`src/hw/crw_pkg.sv`:
```
// Constants and types of the clock, reset and watchdog unit.
// Assumes one 20 MHz reference clock drives all of the unit.
package crw_pkg;

  // Reference clock and derived period
  localparam int unsigned CLK_HZ        = 20_000_000;
  localparam int unsigned CLK_PERIOD_NS = 1_000_000_000 / CLK_HZ;

  // Least low time on the reset pin that counts as a reset
  localparam int unsigned SPIKE_NS     = 100;
  localparam int unsigned SPIKE_CYC_RAW =
    (SPIKE_NS + CLK_PERIOD_NS - 1) / CLK_PERIOD_NS;
  localparam int unsigned SPIKE_CYC_I  =
    (SPIKE_CYC_RAW < 1) ? 1 : SPIKE_CYC_RAW;
  localparam logic [3:0]  SPIKE_CYC    = SPIKE_CYC_I[3:0];

  // Start-up interval on the RC oscillator
  localparam logic [10:0] STARTUP_CYC  = 11'h400;
  localparam logic [10:0] STARTUP_LAST = STARTUP_CYC - 11'h001;

  // External clock counts as valid if it toggled within this window
  localparam logic [3:0]  EXT_WIN      = 4'h8;

  // Gate-off cycles around a clock source change
  localparam logic [10:0] GAP_LAST     = 11'h001;

  // System reset is held this many cycles plus one after the last source
  localparam logic [4:0]  RST_STRETCH  = 5'h10;

  // Default watchdog timeout in cycles
  localparam logic [31:0] WDOG_DEFAULT = 32'h0010_0000;

  // Reset cause bits
  localparam int unsigned CAUSE_SUPPLY = 0;
  localparam int unsigned CAUSE_PIN    = 1;
  localparam int unsigned CAUSE_WDOG   = 2;

  typedef logic [2:0] crw_cause_t;

  typedef enum logic [2:0] {
    ST_START   = 3'h0,
    ST_RC_RUN  = 3'h1,
    ST_TO_EXT  = 3'h2,
    ST_EXT_RUN = 3'h3,
    ST_TO_RC   = 3'h4
  } crw_clk_st_t;

endpackage

```
`src/hw/crw_deglitch.sv`:
```
// Level filter: output follows input after a stable run of DEPTH cycles.
// Assumes rawIn is already synchronous to clock.
`timescale 1ns/100ps
module crw_deglitch #(
  parameter logic [3:0] DEPTH = 4'h2,
  parameter logic       INIT  = 1'b1
) (
  input  wire logic clock,
  input  wire logic rst_n,
  input  wire logic rawIn,
  output logic      stableOut
);
  logic [3:0] runCnt_q;
  logic [3:0] runCnt_d;
  logic       level_q;
  logic       level_d;

  always_comb begin
    runCnt_d = 4'h0;
    level_d  = level_q;
    if (rawIn != level_q) begin
      if (runCnt_q + 4'h1 >= DEPTH) begin
        level_d = rawIn;
      end else begin
        runCnt_d = runCnt_q + 4'h1;
      end
    end
  end

  always_ff @(posedge clock or negedge rst_n) begin
    if (!rst_n) begin
      runCnt_q <= 4'h0;
      level_q  <= INIT;
    end else begin
      runCnt_q <= runCnt_d;
      level_q  <= level_d;
    end
  end

  assign stableOut = level_q;
endmodule

```
`src/hw/crw_top.sv`:
```
// Clock source manager, reset sequencer and watchdog of the device.
// Assumes every input is synchronous to clock; extClkSample is the
// external oscillator seen through an activity sampler.
`timescale 1ns/100ps
module crw_top
  import crw_pkg::*;
#(
  parameter logic [31:0] WDOG_TIMEOUT_CYCLES = 32'h0010_0000
) (
  input  wire logic        clock,
  input  wire logic        rst_n,
  input  wire logic        digitalSupplyRailOk,
  input  wire logic        extResetLowPin_n,
  input  wire logic        extClkSample,
  input  wire logic        swTimeoutMonitorRefresh,
  output logic             clkSelExt,
  output logic             clkGateEn,
  output logic             extClkValid,
  output logic             sysReset_n,
  output logic             coreHalt,
  output logic             swTimeoutMonitorFired,
  output crw_pkg::crw_cause_t resetCause
);
  import crw_pkg::*;

  logic        supplyOk;
  logic        pinHigh;
  logic        anySource;
  logic        rstEnter;

  logic        extPrev_q;
  logic [3:0]  winCnt_q;
  logic [3:0]  winCnt_d;
  logic        extValid_q;
  logic        extValid_d;

  logic [31:0] wdCnt_q;
  logic [31:0] wdCnt_d;
  logic        wdFire_q;
  logic        wdFire_d;

  logic [4:0]  stretch_q;
  logic [4:0]  stretch_d;
  logic        rstN_q;
  logic        rstN_d;
  crw_cause_t  cause_q;
  crw_cause_t  cause_d;

  crw_clk_st_t state_q;
  crw_clk_st_t state_d;
  logic [10:0] cnt_q;
  logic [10:0] cnt_d;
  logic        useExt_q;
  logic        useExt_d;
  logic        gateEn_q;
  logic        gateEn_d;
  logic        retry_q;
  logic        retry_d;

  // Supply monitor and reset pin share one filter design
  crw_deglitch #(
    .DEPTH (SPIKE_CYC),
    .INIT  (1'b0)
  ) uSupplyFilt (
    .clock     (clock),
    .rst_n     (rst_n),
    .rawIn     (digitalSupplyRailOk),
    .stableOut (supplyOk)
  );

  crw_deglitch #(
    .DEPTH (SPIKE_CYC),
    .INIT  (1'b1)
  ) uPinFilt (
    .clock     (clock),
    .rst_n     (rst_n),
    .rawIn     (extResetLowPin_n),
    .stableOut (pinHigh)
  );

  // External clock activity window, counted on the reference clock
  always_comb begin
    if (extClkSample != extPrev_q) begin
      winCnt_d = 4'h0;
    end else if (winCnt_q >= EXT_WIN) begin
      winCnt_d = EXT_WIN;
    end else begin
      winCnt_d = winCnt_q + 4'h1;
    end
    extValid_d = (winCnt_d < EXT_WIN);
  end

  always_ff @(posedge clock or negedge rst_n) begin
    if (!rst_n) begin
      extPrev_q  <= 1'b0;
      winCnt_q   <= EXT_WIN;
      extValid_q <= 1'b0;
    end else begin
      extPrev_q  <= extClkSample;
      winCnt_q   <= winCnt_d;
      extValid_q <= extValid_d;
    end
  end

  // Watchdog: free-running while the system is out of reset
  always_comb begin
    wdFire_d = 1'b0;
    if (!rstN_q || swTimeoutMonitorRefresh) begin
      wdCnt_d = 32'h0000_0000;
    end else if (wdCnt_q >= WDOG_TIMEOUT_CYCLES - 32'h0000_0001) begin
      wdCnt_d  = 32'h0000_0000;
      wdFire_d = 1'b1;
    end else begin
      wdCnt_d = wdCnt_q + 32'h0000_0001;
    end
  end

  always_ff @(posedge clock or negedge rst_n) begin
    if (!rst_n) begin
      wdCnt_q  <= 32'h0000_0000;
      wdFire_q <= 1'b0;
    end else begin
      wdCnt_q  <= wdCnt_d;
      wdFire_q <= wdFire_d;
    end
  end

  // Reset sequencer: any source reloads the stretch count
  assign anySource = !supplyOk || !pinHigh || wdFire_q;
  assign rstEnter  = anySource && rstN_q;

  always_comb begin
    stretch_d = stretch_q;
    rstN_d    = rstN_q;
    cause_d   = cause_q;
    if (anySource) begin
      stretch_d = RST_STRETCH;
      rstN_d    = 1'b0;
    end else if (stretch_q != 5'h00) begin
      stretch_d = stretch_q - 5'h01;
    end else begin
      rstN_d = 1'b1;
    end
    if (rstEnter) begin
      cause_d = '0;
    end
    if (anySource) begin
      cause_d[CAUSE_SUPPLY] = cause_d[CAUSE_SUPPLY] | !supplyOk;
      cause_d[CAUSE_PIN]    = cause_d[CAUSE_PIN] | !pinHigh;
      cause_d[CAUSE_WDOG]   = cause_d[CAUSE_WDOG] | wdFire_q;
    end
  end

  // Power-on holds reset until the supply filter reports good
  always_ff @(posedge clock or negedge rst_n) begin
    if (!rst_n) begin
      stretch_q <= RST_STRETCH;
      rstN_q    <= 1'b0;
      cause_q   <= 3'h1;
    end else begin
      stretch_q <= stretch_d;
      rstN_q    <= rstN_d;
      cause_q   <= cause_d;
    end
  end

  // Clock manager: never held by the reset pin, only restarted
  always_comb begin
    state_d  = state_q;
    cnt_d    = cnt_q;
    useExt_d = useExt_q;
    gateEn_d = gateEn_q;
    retry_d  = retry_q;
    case (state_q)
      ST_START: begin
        if (cnt_q == STARTUP_LAST) begin
          cnt_d = 11'h000;
          if (extValid_q) begin
            state_d  = ST_TO_EXT;
            gateEn_d = 1'b0;
          end else begin
            state_d = ST_RC_RUN;
          end
        end else begin
          cnt_d = cnt_q + 11'h001;
        end
      end
      ST_RC_RUN: begin
        useExt_d = 1'b0;
      end
      ST_TO_EXT: begin
        useExt_d = 1'b1;
        if (cnt_q == GAP_LAST) begin
          cnt_d    = 11'h000;
          gateEn_d = 1'b1;
          state_d  = ST_EXT_RUN;
        end else begin
          cnt_d = cnt_q + 11'h001;
        end
      end
      ST_EXT_RUN: begin
        if (!extValid_q) begin
          gateEn_d = 1'b0;
          cnt_d    = 11'h000;
          state_d  = ST_TO_RC;
        end
      end
      ST_TO_RC: begin
        useExt_d = 1'b0;
        if (cnt_q == GAP_LAST) begin
          cnt_d    = 11'h000;
          gateEn_d = 1'b1;
          retry_d  = 1'b0;
          state_d  = retry_q ? ST_START : ST_RC_RUN;
        end else begin
          cnt_d = cnt_q + 11'h001;
        end
      end
      default: begin
        state_d  = ST_START;
        cnt_d    = 11'h000;
        useExt_d = 1'b0;
        gateEn_d = 1'b1;
      end
    endcase
    // A new reset returns to RC, via a gated switch if needed
    if (rstEnter) begin
      cnt_d = 11'h000;
      if (useExt_q || state_q == ST_TO_EXT) begin
        state_d  = ST_TO_RC;
        gateEn_d = 1'b0;
        retry_d  = 1'b1;
      end else begin
        state_d  = ST_START;
        gateEn_d = 1'b1;
      end
    end
  end

  always_ff @(posedge clock or negedge rst_n) begin
    if (!rst_n) begin
      state_q  <= ST_START;
      cnt_q    <= 11'h000;
      useExt_q <= 1'b0;
      gateEn_q <= 1'b1;
      retry_q  <= 1'b0;
    end else begin
      state_q  <= state_d;
      cnt_q    <= cnt_d;
      useExt_q <= useExt_d;
      gateEn_q <= gateEn_d;
      retry_q  <= retry_d;
    end
  end

  assign clkSelExt             = useExt_q;
  assign clkGateEn             = gateEn_q;
  assign extClkValid           = extValid_q;
  assign sysReset_n            = rstN_q;
  assign coreHalt              = !pinHigh;
  assign swTimeoutMonitorFired = wdFire_q;
  assign resetCause            = cause_q;
endmodule

```
`config.mk`:
```
export PLATFORM = sky130hd
export DESIGN_NAME = crw_top
export DESIGN_NICKNAME = d
export VERILOG_FILES = /design/src/hw/crw_pkg.sv /design/src/hw/crw_deglitch.sv /design/src/hw/crw_top.sv
export SDC_FILE = /design/constraint.sdc
export NUM_CORES = 1
export LEC_CHECK = 0
export BUFFER_PORTS_ARGS = -buffer_cell sky130_fd_sc_hd__buf_2
export CORE_MARGIN = 3
export CORE_UTILIZATION = 50
export CTS_BUF_LIST = sky130_fd_sc_hd__clkbuf_16
export CTS_CLUSTER_SIZE = 16
export DETAILED_ROUTE_END_ITERATION = 6
export PLACE_DENSITY = 0.68
export SKIP_CTS_REPAIR_TIMING = 1
export SLEW_MARGIN = 20
export SYNTH_ARGS = -nofsm -noshare
export SYNTH_HDL_FRONTEND = slang
export SYNTH_SLANG_ARGS = --single-unit
export TNS_END_PERCENT = 30
```
`constraint.sdc`:
```
create_clock -name clock -period 3 [get_ports clock]
set_input_delay 0 -clock clock [delete_from_list [all_inputs] [get_ports clock]]
set_output_delay 0 -clock clock [all_outputs]
set_load 0.01 [all_outputs]
```
==> impl_results.md, run 1 <==
* Status: finished clean
* Syn Inst Count at 332
* Synth async-reset ratio at 100%
* IO Pins at 15
* Vias in the first global route at 2,381
* Lkg Pwr at 0.00180 uW
* Worst skew pair latency at 0.33 ns
* Via count at 2,457
* Most frequent cells in the layout: 70 x dfrtp_1, 38 x nor2_1, 29 x nand2_1
* Area growth syn-to-layout at 15.6%
* Tmin final at 2.30 ns
* Max-slew violation count at 0
* Area after DPL at 0.00374 mm^2
* Clk root buf: clkbuf_16
* Synth unique cells at 56
* DRC at 0
* Largest net degree at the start of global routing at 76
* Relative slew slack at 39.5%
* Fmax at 435 MHz
* Initial Utilization at 53.4%
* Die width at 90.0 um
* Critical setup path kind: flip-flop to flip-flop
* Worst r2r dst: state_q[2]
* Hold Violations, Final at 0
* First-pass GRT wire length at 10.5 mm
* Antenna viol nets, final at 0
* Number of synthesized flops with an enable pin at 0
* Post-Route Skew at 0.00380 ns
* Routability congestion estimate at 0.814
* DRT Pass-1 Iters at 4
* Antenna violations before repair at 0
* H-tree depth at 3
* CP Launch Type: flip-flop
* Nets at 388
* Syn Std Cell Area at 0.00353 mm^2
* Detailed Place HPWL at 3.98 mm
* First-iteration detailed-routing DRC count at 96
* Layout cells sized above 1 at 14.1%
* TritonCTS Sinks at 75
* Register area share after synthesis at 53.3%
* Worst r2r src: uPinFilt.stableOut
* Synth Warn # at 0
* Final period utilization at 76.7%
* Post-Syn Area per Cell at 10.6 um^2
* R2r setup slk at 0.70 ns
* Slew @ Worst Pin at 0.908 ns
* Largest fanout on the critical path at 11
* Ant diodes at 0
* FF-to-FF path depth at 5
* Pwr/cell area at 729 mW/mm^2
* Main synth FF type: dfrtp_1
* Area of the die at 0.00810 mm^2
* Drt total wl at 5.94 mm
* Final core occ at 61.8%
* Max IR drop VDD at 0.380 mV
* Buffers added on ports at 14
* Setup crit end kind: flip-flop
* TNS Setup at 0 ns
* Drt wl/cell at 12.7 um
* Final setup viols at 0
* Total track usage at 15.9%
* CTS buffer count at 9
* Most common cell after layout, fill and taps aside: dfrtp_1
* Core box area at 0.00660 mm^2
* Worst min path class: input pin to asynchronous set/reset pin
* Clock transition at the registers of the reported paths at 0.06 ns
* Arr. time, crit path at 2.51 ns
* DIE HEIGHT at 90.0 um
* RSZ-0062 raised after global routing: false
* Critical Path RT at 3.21 ns
* Placement Rows at 29
* Routed vias/inst at 5.24
* Seq cells post-synth at 75
* Total grt overflow at 0
* TritonCTS clock tree: done
* Max_cap viols at 0
* Post-route cell area at 0.00408 mm^2
* CTS max path bufs at 2
## metrics by stage
| step | instances | hold slack, ns | setup slack, ns | total power (uW) |
|---|---|---|---|---|
| detailed placement | 448 | 0.138 | 0.699 | 1920 |
| CTS | 464 | -0.207 | 0.686 | 2990 |
| global placement | 448 | 0.132 | 0.726 | 1910 |
| global route | 469 | 0.336 | 0.508 | 3160 |
| floorplan | 349 | -0.296 | 1.15 | 1780 |
| finish | 469 | 0.312 | 0.699 | 2970 |
## logic make-up after synthesis
group,after synthesis,share of synthesized area (%)
AOI/OAI and AO/OA,53,10.4
xor gates and xnor gates,26,6.45
adders and majority gates,11,3.90
buffers and inverters,26,3.30
DFF,75,53.3
muxes,5,1.67
other,1,0.106
and+or+nand+nor,135,20.8
## registers in the layout, summed over array words and instances, names as in the netlist, 3 cells and up
signal,count
wdCnt_q,32
cnt_q,11
stretch_q,5
uPinFilt.runCnt_q,4
uSupplyFilt.runCnt_q,4
winCnt_q,4
resetCause,3
state_q,3
## area by class of cell
cell class	count	area, um^2
Inverter	17	63.8
Multi-Input combinational cell	248	1590
Sequential cell	75	1880
Tap cell	93	116
Timing Repair Buffer	20	130
Clock inverter	7	66.3
Fill cell	545	2520
Clock buffer	9	225
## Yosys cell counts, drive strengths merged, types with 2 or more instances
library cell	count	area, um^2
a21o	5	38.8
a21oi	13	65.1
a31oi	4	25.0
and2	2	12.5
and3	4	26.3
and4	2	17.5
buf	8	48.8
dfrtp	70	1750
dfstp	5	131
ha	11	138
inv	17	63.8
mux2	4	48.8
nand2	29	109
nand2b	5	31.3
nand3	17	85.1
nand3b	3	22.5
nand4	6	58.8
nor2	38	143
nor3	10	50.1
nor3b	3	22.5
nor4	8	83.8
nor4b	2	32.5
o211ai	2	15.0
o21ai	12	60.1
o22ai	3	18.8
o31ai	3	22.5
or2	3	18.8
or3	2	13.8
xnor2	17	149
xor2	9	78.8
## how the worst max path moves through the flow
stage                             startpoint          to  slack [ns]  cells past startpoint
after floorplan                     cnt_q[0]  state_q[2]        1.15                      6
after global placement    uPinFilt.stableOut  state_q[2]        0.73                      5
after detailed placement  uPinFilt.stableOut  state_q[2]        0.70                      5
after CTS                 uPinFilt.stableOut  state_q[2]        0.69                      5
after global routing      uPinFilt.stableOut  state_q[2]        0.51                      5
final                     uPinFilt.stableOut  state_q[2]        0.70                      5
## critical path, stage by stage (launching register included)
cell and delay (ns):
dfstp_2 0.57, nand3b_1 0.31, nand2_1 0.46, nand2_1 0.34
nand2_1 0.20, mux2_4 0.31
## power by group
part	switching [uW]	total [uW]	leakage [uW]	internal, uW
Sequential	139	1260	0.000956	1120
Clock	411	1050	0.000139	641
Combinational	373	660	0.000709	287
## routing by layer
layer,track usage (%),part of all wire [%]
met4,5.74,1.1
met2,25.0,47
met1,20.1,47
met5,0,0
met3,6.01,4.7
(Power assumes the default switching activity.)
==> inputs of run 2 (changes only) <==
==> constraint.sdc (replaced) <==
create_clock -name clock -period 2.4 [get_ports clock]
set_input_delay 0 -clock clock [delete_from_list [all_inputs] [get_ports clock]]
set_output_delay 0 -clock clock [all_outputs]
set_load 0.01 [all_outputs]
==> run 2 against run 1 <==
  * Via count down 1.3%
  * Die area unchanged
  * Combinational power up 34%
  * Hold slack better by 0.031 ns
  * Clock skew up 0.0031 ns
  * Register-to-register slack worse by 0.36 ns
  * Count of clock-buffer cells in the layout unchanged
  * Routed wire length up 2.7%
  * Critical path depth up 2
  * Critical endpoint is now cnt_q[4]
  * Highest routed layer unchanged
  * Sequential power up 25%
  * Clock power up 9%
  * Critical path type unchanged
==> impl_results.md, run 2 (synthesis gave the netlist of run 1 again) <==
* Critical-path top delay cell: dfrtp_1
* Critical setup path kind: flip-flop to flip-flop
* Placed Cells incl. Taps at 453 (+1.1%)
* CP Launch Type: flip-flop
* Max IR drop VDD at 0.496 mV (+30%)
* Most common cell after layout, fill and taps aside: dfrtp_1
* Layout cells sized above 1 at 15.0% (+0.86 points)
* Routed vias/inst at 5.11 (-2.4%)
* Status: finished clean
* DR WL met2 at 2.90 mm (+2.9%)
* CTS buffer count at 9 (unchanged)
* H-tree depth at 3 (unchanged)
* TritonCTS Sinks at 75 (unchanged)
* Critical path buffer and inverter count at 1 (+1)
* Area of the die at 0.00810 mm^2 (unchanged)
* Slew @ Worst Pin at 0.893 ns (-0.0148 ns)
* Arr. time, crit path at 2.26 ns (-0.25 ns)
* Worst skew pair latency at 0.32 ns (about the same)
* Critical Path RT at 2.61 ns (-0.60 ns)
* Hold EP: extPrev_q
* Fmax at 486 MHz (+12%)
* Via count at 2,424 (-1.3%)
* Tmin final at 2.06 ns (-0.242 ns)
* DR top layer: met4
* RSZ-0062 raised after global routing: false
* Max_cap viols at 0 (unchanged)
* Non-Filler Instances at 474 (+1.1%)
* Largest fanout on the critical path at 7 (-4)
* Top Registers: wdCnt_q: 32 flops, cnt_q: 11 flops, stretch_q: 5 flops
* Total track usage at 16.7% (+0.79 points)
* R2r setup slk at 0.34 ns (-0.36 ns)
* Drt total wl at 6.10 mm (+2.7%)
* Worst min path class: input pin to flip-flop
* Nets at 393 (+1.3%)
* First-iteration detailed-routing DRC count at 103 (+7.3%)
* DIE HEIGHT at 90.0 um (unchanged)
* DRT Pass-1 Iters at 5 (+1)
* IO Pins at 15 (unchanged)
* Most flop-heavy register: wdCnt_q
* Pwr/cell area at 884 mW/mm^2 (+21%)
* Met1 WL at 2.95 mm (+6.1%)
* Clock transition at the registers of the reported paths at 0.05 ns (about the same)
* Detailed Place HPWL at 4.22 mm (+6.1%)
* Worst r2r dst: cnt_q[4]
* Ant diodes at 0 (unchanged)
* Total grt overflow at 0 (unchanged)
* Post-Route Skew at 0.00686 ns (+0.00306 ns)
* CP peak stage delay at 0.44 ns (-0.13 ns)
* TNS Setup at 0 ns (unchanged)
* CTS max path bufs at 2 (unchanged)
* Hold-critical path depth at 2
* Met3 routed WL at 174 um (-37%)
* Largest net degree at the start of global routing at 76 (unchanged)
* Lkg Pwr at 0.00183 uW (+1.3%)
* Max reg flops at 32 (unchanged)
* Relative slew slack at 40.4% (+0.99 points)
* Most frequent cells in the layout: 70 x dfrtp_1, 38 x nor2_1, 29 x nand2_1
* Delay-heaviest family, CP: simple AND/OR/NAND/NOR gates
* Area growth syn-to-layout at 15.6% (about the same)
* Vias in the first global route at 2,412 (+1.3%)
* Final setup viols at 0 (unchanged)
* Antenna viol nets, final at 0 (unchanged)
* Buffers added on ports at 14 (unchanged)
* Antenna violations before repair at 0 (unchanged)
* Worst r2r src: cnt_q[0]
* Die width at 90.0 um (unchanged)
* First-pass GRT wire length at 11.0 mm (+4.9%)
* Initial Utilization at 53.4% (unchanged)
* FF-to-FF path depth at 7 (+2)
* Core box area at 0.00660 mm^2 (unchanged)
* Drt wl/cell at 12.9 um (+1.6%)
* Hold Violations, Final at 0 (unchanged)
* Routability congestion estimate at 0.834 (+2.5%)
* TritonCTS clock tree: done
* Clk root buf: clkbuf_16
* Final period utilization at 85.8% (+9.1 points)
* DRC at 0 (unchanged)
* Worst hold start: extClkSample
* Placement Rows at 29 (unchanged)
* Max-slew violation count at 0 (unchanged)
* Setup crit end kind: flip-flop
* Worst-path cell chain: ha_1 -> nand4_4 -> nor4_4 -> a2bb2oi_4 -> buf_4 -> nor3_1 -> a211o_1
==> run 2: metal layers <==
| layer | GRT usage [%] | vias up |
|---|---|---|
| met5 | 0 | - |
| met3 | 4.51 | 6 |
| li1 | - | 1227 |
| met2 | 25.8 | 30 |
| met4 | 7.14 | 0 |
| met1 | 22.1 | 1161 |
==> run 2: power by group <==
group          total [uW]  internal, uW  switching (uW)  leakage, uW
Sequential           1580          1400             176     0.000956
Combinational         883           412             472     0.000731
Clock                1140           678             465     0.000140
Total                3610          2490            1110      0.00183
==> run 2: metrics by stage <==
step / power, uW / setup slack [ns] / hold slack (ns) / utilization [%] / cell area (um^2)
after floorplan: 2230 / 0.554 / -0.296 / - / 3590
after global placement: 2450 / 0.445 / 0.137 / 57.2 / 3770
after detailed placement: 2480 / 0.355 / 0.134 / 57.2 / 3770
after CTS: 3640 / 0.340 / -0.206 / 61.0 / 4030
after global routing: 3820 / 0.210 / 0.359 / 61.8 / 4080
final: 3610 / 0.341 / 0.343 / 61.8 / 4080
==> run 2: area by class of cell <==
type / count / area, um^2
fillers: 565 / 2520
flip-flops and latches: 75 / 1880
multi-input cells: 248 / 1590
clock buffers: 9 / 225
repair buffers: 25 / 168
well taps: 93 / 116
inverters: 17 / 63.8
clock inverters: 7 / 30.0
==> run 2: how the worst max path moves through the flow <==
| stage | slack [ns] | endpoint | cells after the start | startpoint |
|---|---|---|---|---|
| final | 0.34 | cnt_q[4] | 7 | cnt_q[0] |
| after global routing | 0.21 | cnt_q[4] | 7 | cnt_q[0] |
| after CTS | 0.34 | cnt_q[4] | 7 | cnt_q[0] |
| after detailed placement | 0.36 | cnt_q[4] | 7 | cnt_q[0] |
| after global placement | 0.44 | cnt_q[4] | 7 | cnt_q[0] |
| after floorplan | 0.55 | state_q[2] | 6 | cnt_q[0] |
==> run 2: worst register-to-register path, stage by stage, from the launching register on <==
cell and delay (ns):
dfrtp_1 0.44, ha_1 0.29, nand4_4 0.16, nor4_4 0.34, a2bb2oi_4 0.21, buf_4 0.18
nor3_1 0.06, a211o_1 0.27
==> inputs of run 3 (changes only) <==
--- a/config.mk
+++ b/config.mk
@@ -6,6 +6,7 @@
 export NUM_CORES = 1
 export LEC_CHECK = 0
 export BUFFER_PORTS_ARGS = -buffer_cell sky130_fd_sc_hd__buf_2
+export CORE_ASPECT_RATIO = 1.25
 export CORE_MARGIN = 3
 export CORE_UTILIZATION = 50
 export CTS_BUF_LIST = sky130_fd_sc_hd__clkbuf_16
@@ -17,4 +18,3 @@
 export SYNTH_ARGS = -nofsm -noshare
 export SYNTH_HDL_FRONTEND = slang
 export SYNTH_SLANG_ARGS = --single-unit
-export TNS_END_PERCENT = 30
==> run 3 against run 2 <==
  * Critical path depth decreased by 1
  * Core utilization decreased by 0.056 points
  * Power increased by 3.9%
  * Register-to-register slack got worse by 0.06 ns
==> impl_results.md, run 3 (synthesis gave the netlist of run 1 again) <==
* Drt total wl at 5.96 mm (-2.3%)
* CP peak stage delay at 0.44 ns (about the same)
* Worst-path cell chain: ha_1 -> nand4_4 -> nor4_4 -> a2bb2oi_4 -> nand2_1 -> mux2_4
* Setup crit end kind: flip-flop
* Final core occ at 61.7% (about the same)
* RSZ-0062 raised after global routing: false
* Fmax at 473 MHz (-2.7%)
* Antenna viol nets, final at 0 (unchanged)
* Slew @ Worst Pin at 0.603 ns (-0.290 ns)
* Area growth syn-to-layout at 17.0%
* Antenna violations before repair at 0 (unchanged)
* DIE HEIGHT at 99.9 um (+11%)
* Nets at 394 (+0.25%)
* Max_cap viols at 0 (unchanged)
* Top Registers: wdCnt_q: 32 flops, cnt_q: 11 flops, stretch_q: 5 flops
* Routed vias/inst at 5.22 (+2.1%)
* Worst min path class: input pin to asynchronous set/reset pin
* TritonCTS Sinks at 75 (unchanged)
* Drt wl/cell at 12.7 um (-1.3%)
* Critical-path top delay cell: dfrtp_1
* Worst skew pair latency at 0.33 ns (about the same)
* GR Layer Usage met1 at 20.6% (-1.5 points)
* Post-Route Skew at 0.00506 ns (-0.00180 ns)
* Clock transition at the registers of the reported paths at 0.05 ns (about the same)
* Met2 Use GR at 27.5% (+1.7 points)
* Lkg Pwr at 0.00184 uW (+0.71%)
* Post-route cell area at 0.00413 mm^2 (+1.2%)
* Clk root buf: clkbuf_16
* H-tree depth at 3 (unchanged)
* Most frequent cells in the layout: 70 x dfrtp_1, 38 x nor2_1, 29 x nand2_1
* Critical setup path kind: flip-flop to flip-flop
* Hold Violations, Final at 0 (unchanged)
* Total grt overflow at 0 (unchanged)
* Via count at 2,449 (+1.0%)
* Delay-heaviest family, CP: simple AND/OR/NAND/NOR gates
* Status: finished clean
* Area after DPL at 0.00378 mm^2 (+0.27%)
* CTS buffer count at 9 (unchanged)
* Placed Cells incl. Taps at 448 (-1.1%)
* Detailed Place HPWL at 4.19 mm (-0.69%)
* Most common cell after layout, fill and taps aside: dfrtp_1
* Relative slew slack at 59.2% (+19 points)
* Arr. time, crit path at 2.33 ns (+0.07 ns)
* IO Pins at 15 (unchanged)
* GR Util met3 at 6.01% (+1.5 points)
* Buffers added on ports at 14 (unchanged)
* Critical path buffer and inverter count at 0 (-1)
* Die width at 81.2 um (-9.9%)
* Pwr/cell area at 907 mW/mm^2 (+2.7%)
* First-pass GRT wire length at 10.5 mm (-4.6%)
* CP Launch Type: flip-flop
* DRC at 0 (unchanged)
* DRT Pass-1 Iters at 4 (-1)
* GRT busiest layer: met2
* CTS max path bufs at 2 (unchanged)
* Total track usage at 17.1% (+0.44 points)
* Final setup viols at 0 (unchanged)
* Largest fanout on the critical path at 13 (+6)
* Vias in the first global route at 2,378 (-1.4%)
* Routability congestion estimate at 0.793 (-4.9%)
* WHS at 0.226 ns (-0.117 ns)
* First-iteration detailed-routing DRC count at 209 (+100%)
* Area of the die at 0.00811 mm^2 (about the same)
* Core box area at 0.00669 mm^2 (+1.3%)
* Non-Filler Instances at 469 (-1.1%)
* Max reg flops at 32 (unchanged)
* TritonCTS clock tree: done
* Initial Utilization at 52.8% (-0.68 points)
* Max IR drop VDD at 0.521 mV (+5.0%)
* Largest net degree at the start of global routing at 76 (unchanged)
* Ant diodes at 0 (unchanged)
* Layout cells sized above 1 at 15.7% (+0.75 points)
* Final period utilization at 88.2% (+2.4 points)
* Critical Path RT at 2.61 ns (about the same)
* Placement Rows at 33 (+14%)
* Max-slew violation count at 0 (unchanged)
* Tmin final at 2.12 ns (+0.0573 ns)
* Most flop-heavy register: wdCnt_q
* TNS Setup at 0 ns (unchanged)
==> run 3: changes by cell type in the layout (fill, tap and decap cells not counted), sizes merged <==
cell    delta
inv        -3
clkinv     +2
bufinv     +1
buf        +1
==> run 3: layout make-up <==
type | instances | area [um^2]
Fill cell | 555 | 2560
Tap cell | 87 | 109
Clock buffer | 9 | 225
Timing Repair Buffer | 26 | 185
Inverter | 17 | 63.8
Sequential cell | 75 | 1880
Multi-Input combinational cell | 248 | 1590
Clock inverter | 7 | 68.8
==> run 3: per-stage QoR <==
step	power, uW	worst slack (ns)
floorplan	2230	0.554
global placement	2450	0.351
detailed placement	2470	0.295
CTS	3780	0.276
global route	3970	0.129
finish	3750	0.284
==> run 3: tightest hold or removal path: cells and delay by family <==
kind | cells | cell delay, ns
buf+inv | 3 | 0.95
==> run 3: final timing paths <==
kind	start	endpoint	slack (ns)	depth (start not counted)
max in group asynchronous	rst_n	winCnt_q[3]	1.83	3
worst min register to register	resetCause[0]	resetCause[0]	0.46	2
worst min-delay path	rst_n	stretch_q[1]	0.23	3
worst max-delay path	cnt_q[0]	state_q[2]	0.28	6
min in group clock	extClkSample	extPrev_q	0.34	2
worst max register to register	cnt_q[0]	state_q[2]	0.28	6
==> run 3: power by group <==
| group | total, uW | internal (uW) | switching (uW) |
|---|---|---|---|
| Clock | 1300 | 800 | 497 |
| Combinational | 891 | 405 | 486 |
| Sequential | 1560 | 1400 | 155 |
| Total | 3750 | 2610 | 1140 |
==> run 3: per-layer routing <==
metal / part of all wire (%) / vias to the layer above
li1: - / 1229
met1: 45 / 1179
met2: 50 / 33
met3: 3.5 / 8
met4: 1.9 / 0
met5: 0 / -
